<file path="src/design/conv_pkg.sv">
// package: register map, field layouts and constants of the converter control
package conv_pkg;
    // register byte addresses (one aligned word each)
    localparam logic [7:0] ADDR_STATUS = 8'h00;
    localparam logic [7:0] ADDR_MODE = 8'h04;
    localparam logic [7:0] ADDR_CTRL1 = 8'h08;
    localparam logic [7:0] ADDR_DECIM = 8'h0C;
    localparam logic [7:0] ADDR_EXCIT = 8'h10;
    localparam logic [7:0] ADDR_PRES = 8'h14;
    localparam logic [7:0] ADDR_POFF = 8'h18;
    localparam logic [7:0] ADDR_PGAIN = 8'h1C;
    localparam logic [7:0] ADDR_AOFF = 8'h20;
    localparam logic [7:0] ADDR_AGAIN = 8'h24;
    localparam logic [7:0] ADDR_ARES = 8'h28;
    localparam logic [7:0] ADDR_SCALED = 8'h2C;
    // result widths
    localparam int RES_W = 24;
    localparam int NARROW_W = 16;
    localparam int AUX_W = 16;
    // mode register fields
    localparam int MD_LSB = 0;
    localparam logic [2:0] MD_IDLE = 3'h0;
    localparam logic [2:0] MD_SYS_ZERO = 3'h6;
    localparam logic [2:0] MD_SYS_FULL = 3'h7;
    localparam int MODE_BIPOLAR_BIT = 4;
    localparam int MODE_AUX_BIT = 5;
    localparam logic [7:0] MODE_RESET = 8'h08;
    // control one: gain range field
    localparam int RANGE_LSB = 0;
    localparam logic [2:0] RANGE_NARROWEST = 3'h0;
    localparam logic [2:0] RANGE_WIDEST = 3'h7;
    localparam logic [7:0] CTRL1_RESET = 8'h07;
    // status bits
    localparam int ST_PDONE = 7;
    localparam int ST_ADONE = 6;
    localparam int ST_CAL = 5;
    localparam int ST_NOREF = 4;
    localparam int ST_ERR = 3;
    localparam logic [7:0] DECIM_RESET = 8'h45;
    localparam logic [23:0] MID_SCALE = 24'h80_0000;
    localparam logic [23:0] POFF_RESET = 24'h00_0000;
    localparam logic [23:0] PGAIN_RESET = 24'h80_0000;
    localparam logic [15:0] AOFF_RESET = 16'h0000;
    localparam logic [15:0] AGAIN_RESET = 16'h8000;
    // excitation code bits: [1:0] source A route, [3:2] source B route
    localparam logic [1:0] ROUTE_PIN1 = 2'h1;
    localparam logic [1:0] ROUTE_PIN2 = 2'h2;
    // power-up wait
    localparam real POWERUP_MS = 0.5;
    localparam real CLK_MHZ = 100.0;
    localparam int POWERUP_CYC = int'(POWERUP_MS * 1000.0 * CLK_MHZ);
    localparam logic [1:0] AXI_OKAY = 2'h0;
    localparam logic [1:0] AXI_SLVERR = 2'h2;
endpackage

</file>
<file path="src/design/coef_if.sv">
// interface: scaling request and answer between control and scaler
`timescale 1ns/1ps
interface coef_if;
    logic [23:0] raw;
    logic [23:0] offset;
    logic [23:0] gain;
    logic [2:0] range;
    logic bipolar;
    logic [23:0] scaled;
    modport ctrl (output raw, offset, gain, range, bipolar, input scaled);
    modport scaler (input raw, offset, gain, range, bipolar, output scaled);
endinterface

</file>
<file path="src/design/excitation_router.sv">
// decoding of the excitation control code into per-pin current sources
`timescale 1ns/1ps
module excitation_router (
    input wire logic [3:0] code,
    output logic [1:0] pin_one_srcs,
    output logic [1:0] pin_two_srcs
);
    // each 200 uA source routes to one pin; both on one pin give 400 uA
    assign pin_one_srcs = {code[3:2] == conv_pkg::ROUTE_PIN1,
                           code[1:0] == conv_pkg::ROUTE_PIN1};
    assign pin_two_srcs = {code[3:2] == conv_pkg::ROUTE_PIN2,
                           code[1:0] == conv_pkg::ROUTE_PIN2};
endmodule // excitation_router

</file>
<file path="src/design/result_scaler.sv">
// combinational scaling of filter words by the calibration coefficients
`timescale 1ns/1ps
module result_scaler (
    coef_if.scaler c
);
    wire logic [24:0] diff;
    wire logic [48:0] prod;
    wire logic [24:0] norm;
    wire logic [24:0] biased;
    // offset taken off before the gain multiply
    assign diff = {1'b0, c.raw} - {1'b0, c.offset};
    // gain normalised so that 800000 is unity
    assign prod = {{24{diff[24]}}, diff} * {25'h0, c.gain};
    assign norm = prod[47:23];
    // bipolar is offset binary around mid-scale
    assign biased = c.bipolar ? norm + {1'b0, conv_pkg::MID_SCALE} : norm;
    // clamp to the code range; unipolar is straight binary
    assign c.scaled = biased[24] ? (c.bipolar ? 24'h00_0000 : 24'hFF_FFFF)
                                 : biased[23:0];
endmodule // result_scaler

</file>
<file path="src/design/sd_conv_ctrl.sv">
// converter control: calibration, gain range, coding, registers over axi-lite
// Summary of operation
// - writing 110 to the mode field starts a system zero-scale calibration
// - writing 111 to the mode field starts a system full-scale calibration
// - bipolar zero-scale calibration maps zero input to code 800000
// - three-bit range field picks eight ranges, 20 mV to 2.56 V
// - gain factor is 1 on the widest range and 128 on the narrowest
// - auxiliary converter has no gain; fixed 2.50 V range
// - unipolar coding is straight binary
// - bipolar coding is offset binary around mid-scale
// - result width is 24 bits, 16 on the narrow variant
// - unipolar primary code follows input times gain over 1.024 vref
// - auxiliary code follows input over vref; aux_word is stored as received, with no bias added in bipolar mode
// - bipolar primary code is half scale times ratio plus one
// - low four excitation bits enable and route two 200 uA sources
// - primary result held as low, middle and high bytes
// - primary offset and gain coefficients held as three bytes each
// - auxiliary offset and gain coefficients are 16 bits each
// - decimation register sets the sinc filter rate for both converters
// - done flags set on completion, cleared by software or mode write
// - missing reference halts calibration with coefficients untouched
// - offset is subtracted before multiplying by the gain coefficient
`timescale 1ns/1ps
module sd_conv_ctrl #(
    parameter bit NARROW = 1'b0,
    parameter int POWERUP_CYCLES = conv_pkg::POWERUP_CYC
) (
    input wire logic aclk,
    input wire logic aresetn,
    input wire logic clk_en,
    input wire logic [7:0] s_axi_awaddr,
    input wire logic s_axi_awvalid,
    output logic s_axi_awready,
    input wire logic [31:0] s_axi_wdata,
    input wire logic [3:0] s_axi_wstrb,
    input wire logic s_axi_wvalid,
    output logic s_axi_wready,
    output logic [1:0] s_axi_bresp,
    output logic s_axi_bvalid,
    input wire logic s_axi_bready,
    input wire logic [7:0] s_axi_araddr,
    input wire logic s_axi_arvalid,
    output logic s_axi_arready,
    output logic [31:0] s_axi_rdata,
    output logic [1:0] s_axi_rresp,
    output logic s_axi_rvalid,
    input wire logic s_axi_rready,
    input wire logic [23:0] filter_word,
    input wire logic filter_valid,
    input wire logic [15:0] aux_word,
    input wire logic aux_valid,
    input wire logic missing_reference_flag,
    output logic [7:0] decimation_factor,
    output logic [3:0] gain_factor_log2,
    output logic [1:0] excitation_pin_one,
    output logic [1:0] excitation_pin_two,
    output logic powered_up
);
    typedef enum logic [1:0] {CAL_IDLE, CAL_ZERO, CAL_FULL} cal_state_t;

    cal_state_t cal_r;
    logic [7:0] mode_r, ctrl1_r, decim_r, excit_r, status_r;
    logic [23:0] pres_r, poff_r, pgain_r, scaled_r;
    logic [15:0] aoff_r, again_r, ares_r;
    logic [7:0] aw_addr_r;
    logic [31:0] w_data_r;
    logic [3:0] w_strb_r;
    logic aw_have_r, w_have_r;
    logic [19:0] pu_cnt_r;
    logic [1:0] pin1_nxt, pin2_nxt;
    logic [23:0] scaled_nxt;

    coef_if cif ();

    function automatic logic [31:0] merge(input logic [31:0] old,
                                          input logic [31:0] d,
                                          input logic [3:0] s);
        logic [31:0] r;
        r = old;
        for (int i = 0; i < 4; i++) begin
            if (s[i]) begin
                r[i*8 +: 8] = d[i*8 +: 8];
            end
        end
        return r;
    endfunction

    // narrow variant: the low byte is absent and reads zero
    function automatic logic [23:0] trim(input logic [23:0] v);
        return NARROW ? {v[23:8], 8'h00} : v;
    endfunction

    wire logic wr_go = aw_have_r && w_have_r && !s_axi_bvalid;
    wire logic mode_wr = wr_go && aw_addr_r == conv_pkg::ADDR_MODE
                         && w_strb_r[0];
    wire logic status_wr = wr_go && aw_addr_r == conv_pkg::ADDR_STATUS
                           && w_strb_r[0];
    wire logic [7:0] wmode = 8'(merge({24'h0, mode_r}, w_data_r, w_strb_r));
    wire logic [2:0] new_md = wmode[conv_pkg::MD_LSB +: 3];
    wire logic bipolar = mode_r[conv_pkg::MODE_BIPOLAR_BIT];
    wire logic aux_en = mode_r[conv_pkg::MODE_AUX_BIT];
    wire logic [2:0] range = ctrl1_r[conv_pkg::RANGE_LSB +: 3];
    wire logic pdone = status_r[conv_pkg::ST_PDONE];
    // results are inhibited while the done flag is still set
    wire logic conv_take = filter_valid && !pdone && cal_r == CAL_IDLE;
    wire logic cal_take = filter_valid && !pdone && cal_r != CAL_IDLE;
    wire logic cal_abort = cal_r != CAL_IDLE && missing_reference_flag;
    wire logic aux_take = aux_valid && aux_en
                          && !status_r[conv_pkg::ST_ADONE];
    wire logic wr_known = aw_addr_r <= conv_pkg::ADDR_SCALED
                          && aw_addr_r[1:0] == 2'b00;

    assign cif.raw = filter_word;
    assign cif.offset = poff_r;
    assign cif.gain = pgain_r;
    assign cif.range = range;
    assign cif.bipolar = bipolar;
    assign scaled_nxt = trim(cif.scaled);

    result_scaler u_scaler (
        .c(cif)
    );

    excitation_router u_excit (
        .code(excit_r[3:0]),
        .pin_one_srcs(pin1_nxt),
        .pin_two_srcs(pin2_nxt)
    );

    // axi-lite write channels, either order
    always_ff @(posedge aclk) begin
        if (!aresetn) begin
            aw_have_r <= 1'b0;
            w_have_r <= 1'b0;
            aw_addr_r <= 8'h00;
            w_data_r <= 32'h0000_0000;
            w_strb_r <= 4'h0;
            s_axi_bvalid <= 1'b0;
            s_axi_bresp <= conv_pkg::AXI_OKAY;
        end else if (clk_en) begin
            if (s_axi_awvalid && s_axi_awready) begin
                aw_have_r <= 1'b1;
                aw_addr_r <= s_axi_awaddr;
            end
            if (s_axi_wvalid && s_axi_wready) begin
                w_have_r <= 1'b1;
                w_data_r <= s_axi_wdata;
                w_strb_r <= s_axi_wstrb;
            end
            if (wr_go) begin
                aw_have_r <= 1'b0;
                w_have_r <= 1'b0;
                s_axi_bvalid <= 1'b1;
                s_axi_bresp <= wr_known ? conv_pkg::AXI_OKAY
                                        : conv_pkg::AXI_SLVERR;
            end else if (s_axi_bready) begin
                s_axi_bvalid <= 1'b0;
            end
        end
    end

    assign s_axi_awready = clk_en && !aw_have_r && !s_axi_bvalid;
    assign s_axi_wready = clk_en && !w_have_r && !s_axi_bvalid;

    // read channel: one cycle from address to data
    always_ff @(posedge aclk) begin
        if (!aresetn) begin
            s_axi_rvalid <= 1'b0;
            s_axi_rdata <= 32'h0000_0000;
            s_axi_rresp <= conv_pkg::AXI_OKAY;
        end else if (clk_en) begin
            if (s_axi_arvalid && s_axi_arready) begin
                s_axi_rvalid <= 1'b1;
                s_axi_rresp <= conv_pkg::AXI_OKAY;
                unique case (s_axi_araddr)
                    conv_pkg::ADDR_STATUS: s_axi_rdata <= {24'h0, status_r};
                    conv_pkg::ADDR_MODE: s_axi_rdata <= {24'h0, mode_r};
                    conv_pkg::ADDR_CTRL1: s_axi_rdata <= {24'h0, ctrl1_r};
                    conv_pkg::ADDR_DECIM: s_axi_rdata <= {24'h0, decim_r};
                    conv_pkg::ADDR_EXCIT: s_axi_rdata <= {24'h0, excit_r};
                    conv_pkg::ADDR_PRES: s_axi_rdata <= {8'h0, pres_r};
                    conv_pkg::ADDR_POFF: s_axi_rdata <= {8'h0, poff_r};
                    conv_pkg::ADDR_PGAIN: s_axi_rdata <= {8'h0, pgain_r};
                    conv_pkg::ADDR_AOFF: s_axi_rdata <= {16'h0, aoff_r};
                    conv_pkg::ADDR_AGAIN: s_axi_rdata <= {16'h0, again_r};
                    conv_pkg::ADDR_ARES: s_axi_rdata <= {16'h0, ares_r};
                    conv_pkg::ADDR_SCALED: s_axi_rdata <= {8'h0, scaled_r};
                    default: begin
                        s_axi_rdata <= 32'h0000_0000;
                        s_axi_rresp <= conv_pkg::AXI_SLVERR;
                    end
                endcase
            end else if (s_axi_rready) begin
                s_axi_rvalid <= 1'b0;
            end
        end
    end

    assign s_axi_arready = clk_en && !s_axi_rvalid;

    // configuration registers
    always_ff @(posedge aclk) begin
        if (!aresetn) begin
            mode_r <= conv_pkg::MODE_RESET;
            ctrl1_r <= conv_pkg::CTRL1_RESET;
            decim_r <= conv_pkg::DECIM_RESET;
            excit_r <= 8'h00;
        end else if (clk_en && wr_go) begin
            unique case (aw_addr_r)
                conv_pkg::ADDR_MODE:
                    mode_r <= wmode;
                conv_pkg::ADDR_CTRL1:
                    ctrl1_r <= 8'(merge({24'h0, ctrl1_r}, w_data_r, w_strb_r));
                conv_pkg::ADDR_DECIM:
                    decim_r <= 8'(merge({24'h0, decim_r}, w_data_r, w_strb_r));
                conv_pkg::ADDR_EXCIT:
                    excit_r <= 8'(merge({24'h0, excit_r}, w_data_r, w_strb_r))
                               & 8'h0F;
                default: begin
                end
            endcase
        end
    end

    // calibration sequencer and results
    always_ff @(posedge aclk) begin
        if (!aresetn) begin
            cal_r <= CAL_IDLE;
            status_r <= 8'h00;
            pres_r <= 24'h00_0000;
            scaled_r <= 24'h00_0000;
            poff_r <= conv_pkg::POFF_RESET;
            pgain_r <= conv_pkg::PGAIN_RESET;
            aoff_r <= conv_pkg::AOFF_RESET;
            again_r <= conv_pkg::AGAIN_RESET;
            ares_r <= 16'h0000;
        end else if (clk_en) begin
            status_r[conv_pkg::ST_NOREF] <= missing_reference_flag;
            if (status_wr) begin
                // software clears done flags by writing zero
                status_r[conv_pkg::ST_PDONE] <= w_data_r[conv_pkg::ST_PDONE]
                                                & pdone;
                status_r[conv_pkg::ST_ADONE] <= w_data_r[conv_pkg::ST_ADONE]
                                 & status_r[conv_pkg::ST_ADONE];
            end
            if (mode_wr) begin
                status_r[conv_pkg::ST_PDONE] <= 1'b0;
                status_r[conv_pkg::ST_ADONE] <= 1'b0;
                status_r[conv_pkg::ST_CAL] <= 1'b0;
                status_r[conv_pkg::ST_ERR] <= 1'b0;
                if (new_md == conv_pkg::MD_SYS_ZERO) begin
                    cal_r <= CAL_ZERO;
                end else if (new_md == conv_pkg::MD_SYS_FULL) begin
                    cal_r <= CAL_FULL;
                end else begin
                    cal_r <= CAL_IDLE;
                end
            end else if (cal_abort) begin
                // no coefficient write on a lost reference
                cal_r <= CAL_IDLE;
                status_r[conv_pkg::ST_ERR] <= 1'b1;
                status_r[conv_pkg::ST_PDONE] <= 1'b1;
            end else if (cal_take) begin
                if (cal_r == CAL_ZERO) begin
                    // bipolar zero lands at mid-scale via the bias
                    poff_r <= trim(filter_word);
                end else begin
                    pgain_r <= trim(filter_word - poff_r);
                end
                cal_r <= CAL_IDLE;
                status_r[conv_pkg::ST_CAL] <= 1'b1;
                status_r[conv_pkg::ST_PDONE] <= 1'b1;
            end else if (conv_take) begin
                pres_r <= trim(filter_word);
                scaled_r <= scaled_nxt;
                status_r[conv_pkg::ST_PDONE] <= 1'b1;
            end
            // fixed-range auxiliary path, no gain stage
            if (aux_take && !mode_wr) begin
                ares_r <= aux_word;
                status_r[conv_pkg::ST_ADONE] <= 1'b1;
            end
        end
    end

    // pin drives and power-up counter
    always_ff @(posedge aclk) begin
        if (!aresetn) begin
            excitation_pin_one <= 2'b00;
            excitation_pin_two <= 2'b00;
            decimation_factor <= conv_pkg::DECIM_RESET;
            gain_factor_log2 <= 4'h0;
            pu_cnt_r <= 20'h0_0000;
            powered_up <= 1'b0;
        end else if (clk_en) begin
            excitation_pin_one <= pin1_nxt;
            excitation_pin_two <= pin2_nxt;
            decimation_factor <= decim_r;
            // range 7 is gain 1, range 0 is gain 128
            gain_factor_log2 <= {1'b0, conv_pkg::RANGE_WIDEST - range};
            // software polls this before trusting results
            if (pu_cnt_r < 20'(POWERUP_CYCLES)) begin
                pu_cnt_r <= pu_cnt_r + 20'h0_0001;
            end else begin
                powered_up <= 1'b1;
            end
        end
    end
endmodule // sd_conv_ctrl

</file>
<file path="config.mk">
export PLATFORM = sky130hd
export DESIGN_NAME = sd_conv_ctrl
export DESIGN_NICKNAME = d
export VERILOG_FILES = /design/src/design/conv_pkg.sv /design/src/design/coef_if.sv /design/src/design/excitation_router.sv /design/src/design/result_scaler.sv /design/src/design/sd_conv_ctrl.sv
export SDC_FILE = /design/constraint.sdc
export NUM_CORES = 2
export LEC_CHECK = 0
export BUFFER_PORTS_ARGS = -buffer_cell sky130_fd_sc_hd__buf_2
export CAP_MARGIN = 30
export CELL_PAD_IN_SITES_DETAIL_PLACEMENT = 2
export CELL_PAD_IN_SITES_GLOBAL_PLACEMENT = 2
export CORE_ASPECT_RATIO = 0.9
export CORE_MARGIN = 2
export CORE_UTILIZATION = 37
export DETAILED_ROUTE_END_ITERATION = 16
export GPL_TIMING_DRIVEN = 0
export PLACE_DENSITY_LB_ADDON = 0.1
export SETUP_SLACK_MARGIN = 0.5
export SYNTH_ARGS = -nofsm -noshare
export SYNTH_HDL_FRONTEND = slang
export SYNTH_HIERARCHICAL = 1
export SYNTH_SLANG_ARGS = --single-unit
</file>
<file path="constraint.sdc">
create_clock -name aclk -period 10.87 [get_ports aclk]
set_input_delay 1.6305 -clock aclk [delete_from_list [all_inputs] [get_ports aclk]]
set_output_delay 1.6305 -clock aclk [all_outputs]
set_load 0.005 [all_outputs]
</file>
## Yosys cells after proc, flatten, opt, wreduce, memory -nomap -nowiden

Index checks and enable logic that the tools add are counted.

| cells by class | value |
|---|---|
| add/subtract/negate cells | 5 |
| $mul | 1 |
| $lt $le $gt $ge | 2 |
| eq/ne operators | 23 |
| multiplexer cells | 32 |
| bitwise operators | 7 |
| reduce and logical (&&, ||, !) cells | 69 |

Operators with widths:

| operator | count |
|---|---|
| one-hot mux 24 bit (11 select lines) | 1 |
| multiplier 25 x 25 -> 48 bit | 1 |
| 2-to-1 mux 24 bit | 2 |
| equality test 8 x 5 -> 1 bit, second input constant | 5 |
| equality test 8 x 4 -> 1 bit, second input constant | 4 |
| equality test 8 x 6 -> 1 bit, second input constant | 4 |
| AND reduction 2 bit | 16 |
| adder 25 x 24 -> 25 bit, second input constant | 1 |
| 2-to-1 mux 25 bit | 1 |
| subtractor 24 x 24 -> 25 bit | 1 |
| subtractor 24 bit | 1 |
| logical AND 1 bit | 23 |
| adder 20 x 1 -> 20 bit, second input constant | 1 |
| < comparator 20 x 16 -> 1 bit, second input constant | 1 |
| 2-to-1 mux 1 bit | 19 |
| equality test 8 x 3 -> 1 bit, second input constant | 2 |
| logical NOT 8 bit | 2 |
| 2-to-1 mux 2 bit | 8 |
| AND reduction 3 bit | 5 |
| AND reduction 5 bit | 3 |
| nonzero test 2 bit | 7 |
| OR reduction 12 bit | 1 |
| <= comparator 8 x 6 -> 1 bit, second input constant | 1 |
| logical NOT 1 bit | 7 |
| 11 further kinds | 22 |

| storage, ports and cells | value |
|---|---|
| register bits after elaboration | 240 |
| bits of input ports | 103 |
| output and inout bits | 58 |
| logic and storage cells | 171 |

## Longest topological paths before layout

| logic depth | value |
|---|---|
| depth in word-level cells | 9 |
| depth in mapped cells | 41 |
| gate-level depth less buffers | 39 |

## Modules after synthesis

The synthesis kept the hierarchy.

Modules (own cells, without submodules):

| module | times used | cells each | area each (sq um) | seq. area each (sq um) |
|---|---|---|---|---|
| result_scaler | 1 | 2575 | 23152.2 | 0.0 |
| sd_conv_ctrl | 1 | 1291 | 10795.4 | 4604.4 |
| excitation_router | 1 | 4 | 35.0 | 0.0 |

## Least setup slack after synthesis

Ideal clock, no wire load.

| timing | value |
|---|---|
| path type | input to register |
| start point | in filter_word[9] |
| end point | reg scaled_r[21] |
| setup time | 70 ps |
| arrival time | 10598 ps |
| required time | 10800 ps |
| setup slack | 202 ps |
| stages on the path | 35 |
| buffers on the path | 2 |
| cell sequence | ha_1 a211oi_1 nor2_1 a2111o_1 a21oi_1 o21a_1 or2_4 o31a_1 clkbuf_1 nand2_1 fa_1 inv_1 fa_1 inv_1 fa_1 inv_1 fa_1 fa_1 fa_1 inv_1 fa_1 inv_1 ha_1 a21oi_1 o221a_1 o21ai_1 or3_1 o22ai_4 o21ai_2 xnor3_2 xnor2_4 buf_6 a21o_1 nand2_1 a21oi_1 |

| on the way | value |
|---|---|
| cells in the longest elaborated chain, start to end | 5 |

RTL lines:

| what | RTL line | RTL |
|---|---|---|
| start, declared | sd_conv_ctrl.sv:48 | `input wire logic [23:0] filter_word,` |
| subtractor 24 x 24 -> 25 bit * | result_scaler.sv:11 | `assign diff = {1'b0, c.raw} - {1'b0, c.offset};` |
| multiplier 25 x 25 -> 48 bit * | result_scaler.sv:13 | `assign prod = {{24{diff[24]}}, diff} * {25'h0, c.gain};` |
| adder 25 x 24 -> 25 bit | result_scaler.sv:16 | `assign biased = c.bipolar ? norm + {1'b0, conv_pkg::MID_SCALE} : norm;` |
| 2-to-1 mux 25 bit * | result_scaler.sv:16 |  |
| 2-to-1 mux 24 bit * | result_scaler.sv:18 | `assign c.scaled = biased[24] ? (c.bipolar ? 24'h00_0000 : 24'hFF_FFFF)` |
| net cif.scaled[21] | coef_if.sv:9 | `logic [23:0] scaled;` |
| end signal, assigned | sd_conv_ctrl.sv:275 | `scaled_r <= scaled_nxt;` |
| end, declared | sd_conv_ctrl.sv:63 | `logic [23:0] pres_r, poff_r, pgain_r, scaled_r;` |

Mark *: on every way through the listed nets, which the timed path passes. The rest lies on a longest branch.
A chain may end at the register's enable or synchronous reset.

## Worst setup path in the final report

| timing | value |
|---|---|
| start point | in filter_word[1] |
| end point | reg scaled_r[15] |

The elaborated chain is that of the path after synthesis.

==> impl_metrics.env <==
export IMPL_status="finished clean"
export IMPL_fill_cells=10100
export IMPL_row_count=105
export IMPL_synth_main_ff_cell="dfxtp_1"
export IMPL_die_h_um=292
export IMPL_hpwl_mm=116
export IMPL_grt_setup_unrepaired="yes"
export IMPL_seq_area_um2=4600
export IMPL_fin_cells=5349
export IMPL_antenna_found_initial=7
export IMPL_die_x_um=323
export IMPL_hold_buffers=0
export IMPL_yosysMostFrequentCell="inv_1"
export IMPL_seq_area_frac_synth_pct=13.5
export IMPL_gr_usage_all_layers_pct=30.2
export IMPL_clock_path_buffers=3
export IMPL_root_buffer="clkbuf_16"
export IMPL_grt_pass1_wl_mm=210
export IMPL_synth_seq_cells=230
export IMPL_num_vias=28400
export IMPL_fin_crit_ns=10.64
export IMPL_crit_top_cell="fa_1"
export IMPL_cp_arrival_ns=11.14
export IMPL_synth_edff_count=0
export IMPL_place_gp_congestion=0.908
export IMPL_critical_path_class="in2reg"
export IMPL_placed_cells=5239
export IMPL_wl_per_cell_um=26.3
export IMPL_cts_sinks=230
export IMPL_syn_to_final_growth_pct=14.2
export IMPL_fmax_mhz=94.0
export IMPL_syn_avg_cell_area_um2=8.78
export IMPL_synth_top_family_by_area="adder cells"
export IMPL_h_tree_depth=1
export IMPL_ys_warnings_count=6
export IMPL_start_util_pct=37.3
export IMPL_cpMaxStageDelayCell="or4b_4"
export IMPL_core_area_um2=91000
export IMPL_crit_fanout=10
export IMPL_async_flop_share_pct=0
export IMPL_synth_common_cells="inv_1 (736), fa_1 (618), nand2_1 (540), and2_1 (290), dfxtp_1 (230)"
export IMPL_cap_viol_max_count=0
export IMPL_hold_viol_final=0
export IMPL_start_kind="primary input"
export IMPL_nets=5001
export IMPL_wl_mm=141
export IMPL_synth_fa_ha_area_share_pct=43.1
export IMPL_antenna_left=0
export IMPL_r2r_slack_ns=0.87
export IMPL_synth_compound_area_share_pct=9.12
export IMPL_fin_crit_sh_pct=97.9
export IMPL_muxShareOfSynthArea_pct=3.97
export IMPL_firstDrtPassIters=8
export IMPL_worst_pin_slew_ns=1.08
export IMPL_cts_buffers=26
export IMPL_clk_pin_slew_ns=0.07
export IMPL_synth_simple_area_share_pct=17.6
export IMPL_drt_first_iter_violations=1810
export IMPL_clock_latency_ns=0.57
export IMPL_yosysTopAreaCell="fa_1"
export IMPL_drc_errors=0
export IMPL_synth_area_leaders="fa_1 (36%), dfxtp_1 (14%), inv_1 (8.1%), ha_1 (6.7%), nand2_1 (6.0%)"
export IMPL_numPortBuffers=120
export IMPL_synthXorXnorAreaFrac_pct=2.06
export IMPL_vias_per_cell=5.31
export IMPL_grt_ovfl_total=0
export IMPL_io_pins=161
export IMPL_ir_drop_mv=0.109
export IMPL_critPathMaxStageDelay_ns=0.60
export IMPL_drv_slew=0
export IMPL_max_slew_margin_pct=28.1
export IMPL_leakagePower_uw=0.0182
export IMPL_powerDensity_nw_per_um2=62.3
export IMPL_fp_dieArea_um2=94300
export IMPL_synth_cell_types=94
export IMPL_setup_violations=0
export IMPL_endpoint_kind="register"
export IMPL_hold_path_class="reg2reg"
export IMPL_cts_tree="yes"
export IMPL_required_ns=11.37
export IMPL_holdWs_ns=0.460
export IMPL_setup_tns_ns=0
export IMPL_netlist_instances=3870
export IMPL_yosysTopAreaCellShare_pct=36.4
export IMPL_grt_pass1_vias=31800
export IMPL_drive_gt1_share_pct=11.4
export IMPL_post_route_util_pct=42.6
export IMPL_grt_max_degree=15
export IMPL_skew_ns=0.0397
export IMPL_multi_input_area_um2=26600
export IMPL_synth_area_um2=34000
cell type report:
| class | count | area share, % |
|---|---|---|
| antenna | 3 | 0.0194 |
| buffer | 193 | 2.73 |
| clock buffer | 37 | 1.94 |
| clock inverter | 9 | 0.271 |
| inverter | 737 | 7.18 |
| multi-input combinational | 2720 | 68.7 |
| sequential | 230 | 11.9 |
| tap | 1230 | 3.97 |
| timing repair buffer | 190 | 3.35 |
worst max-delay path: cells and delay by family:
family          cells  cell delay (ns)
buf+inv             8             0.98
xor+xnor            2             0.36
compound gates     13             2.55
simple gates        7             1.40
fa+ha+maj           9             4.17
registers in the layout, summed over array words and instances, names as in the netlist, 16 cells and up:
register / flops
s_axi_rdata: 24
ares_r: 16
cif.offset: 24
cif.gain: 24
pu_cnt_r: 20
pres_r: 24
scaled_r: 24
placed cells by master (no fill, tap or decap), types with 65 or more instances in the layout:
cell / count
buf_4: 67
a21oi_1: 150
nand2_1: 523
and2_1: 289
nor2_1: 152
clkbuf_1: 125
buf_2: 130
ha_1: 161
a21o_1: 65
dfxtp_1: 230
mux2i_1: 119
inv_1: 723
fa_1: 601
power breakdown:
part | leakage, µW | total (µW) | switching (µW) | internal, µW
Clock | 0.000425 | 908 | 399 | 509
Combinational | 0.0159 | 635 | 416 | 219
Sequential | 0.00186 | 874 | 15.5 | 858
Total | 0.0182 | 2420 | 831 | 1590
path summary, 6_finish.rpt:
path,startpoint,endpoint,cells past startpoint
min reg2reg,s_axi_rdata[22]$_SDFFE_PN0P_,s_axi_rdata[22]$_SDFFE_PN0P_,2
max,filter_word[1],scaled_r[15]$_SDFFE_PN0P_,39
min,s_axi_rdata[22]$_SDFFE_PN0P_,s_axi_rdata[22]$_SDFFE_PN0P_,2
max reg2reg,cif.offset[11]$_SDFFE_PN0P_,scaled_r[3]$_SDFFE_PN0P_,38
routing by layer:
layer  up-vias  wire length [µm]  track usage (%)
met5         -                 0                0
met4         0              2870             5.69
met3       142              6790             2.80
met2       683             64500             48.7
met1     15200             66500             44.3
li1      12400                 -                -
metrics by stage:
step                cell area (µm²)  power (µW)  setup WS [ns]
detailed placement            36300        1420          -2.23
floorplan                     34000        1170          0.544
finish                        38800        2420          0.232
global route                  38800        2500         -0.101
global placement              36200        1410          -2.50
CTS                           38300        2390          0.316
repair_timing:
item,4_1_cts,5_1_grt
endpoints found under the setup margin,24,24
cloned,2,1
setup buffers,38,19
resized for setup,201,104
pin swaps,58,57
kinds of logic after synthesis:
group / count (synthesis)
xor+xnor: 76
mux: 131
flops: 230
compound gates: 471
buf+inv: 930
fa+ha+maj: 800
other cells: 1
simple gates: 1231
(Power assumes the default switching activity.)
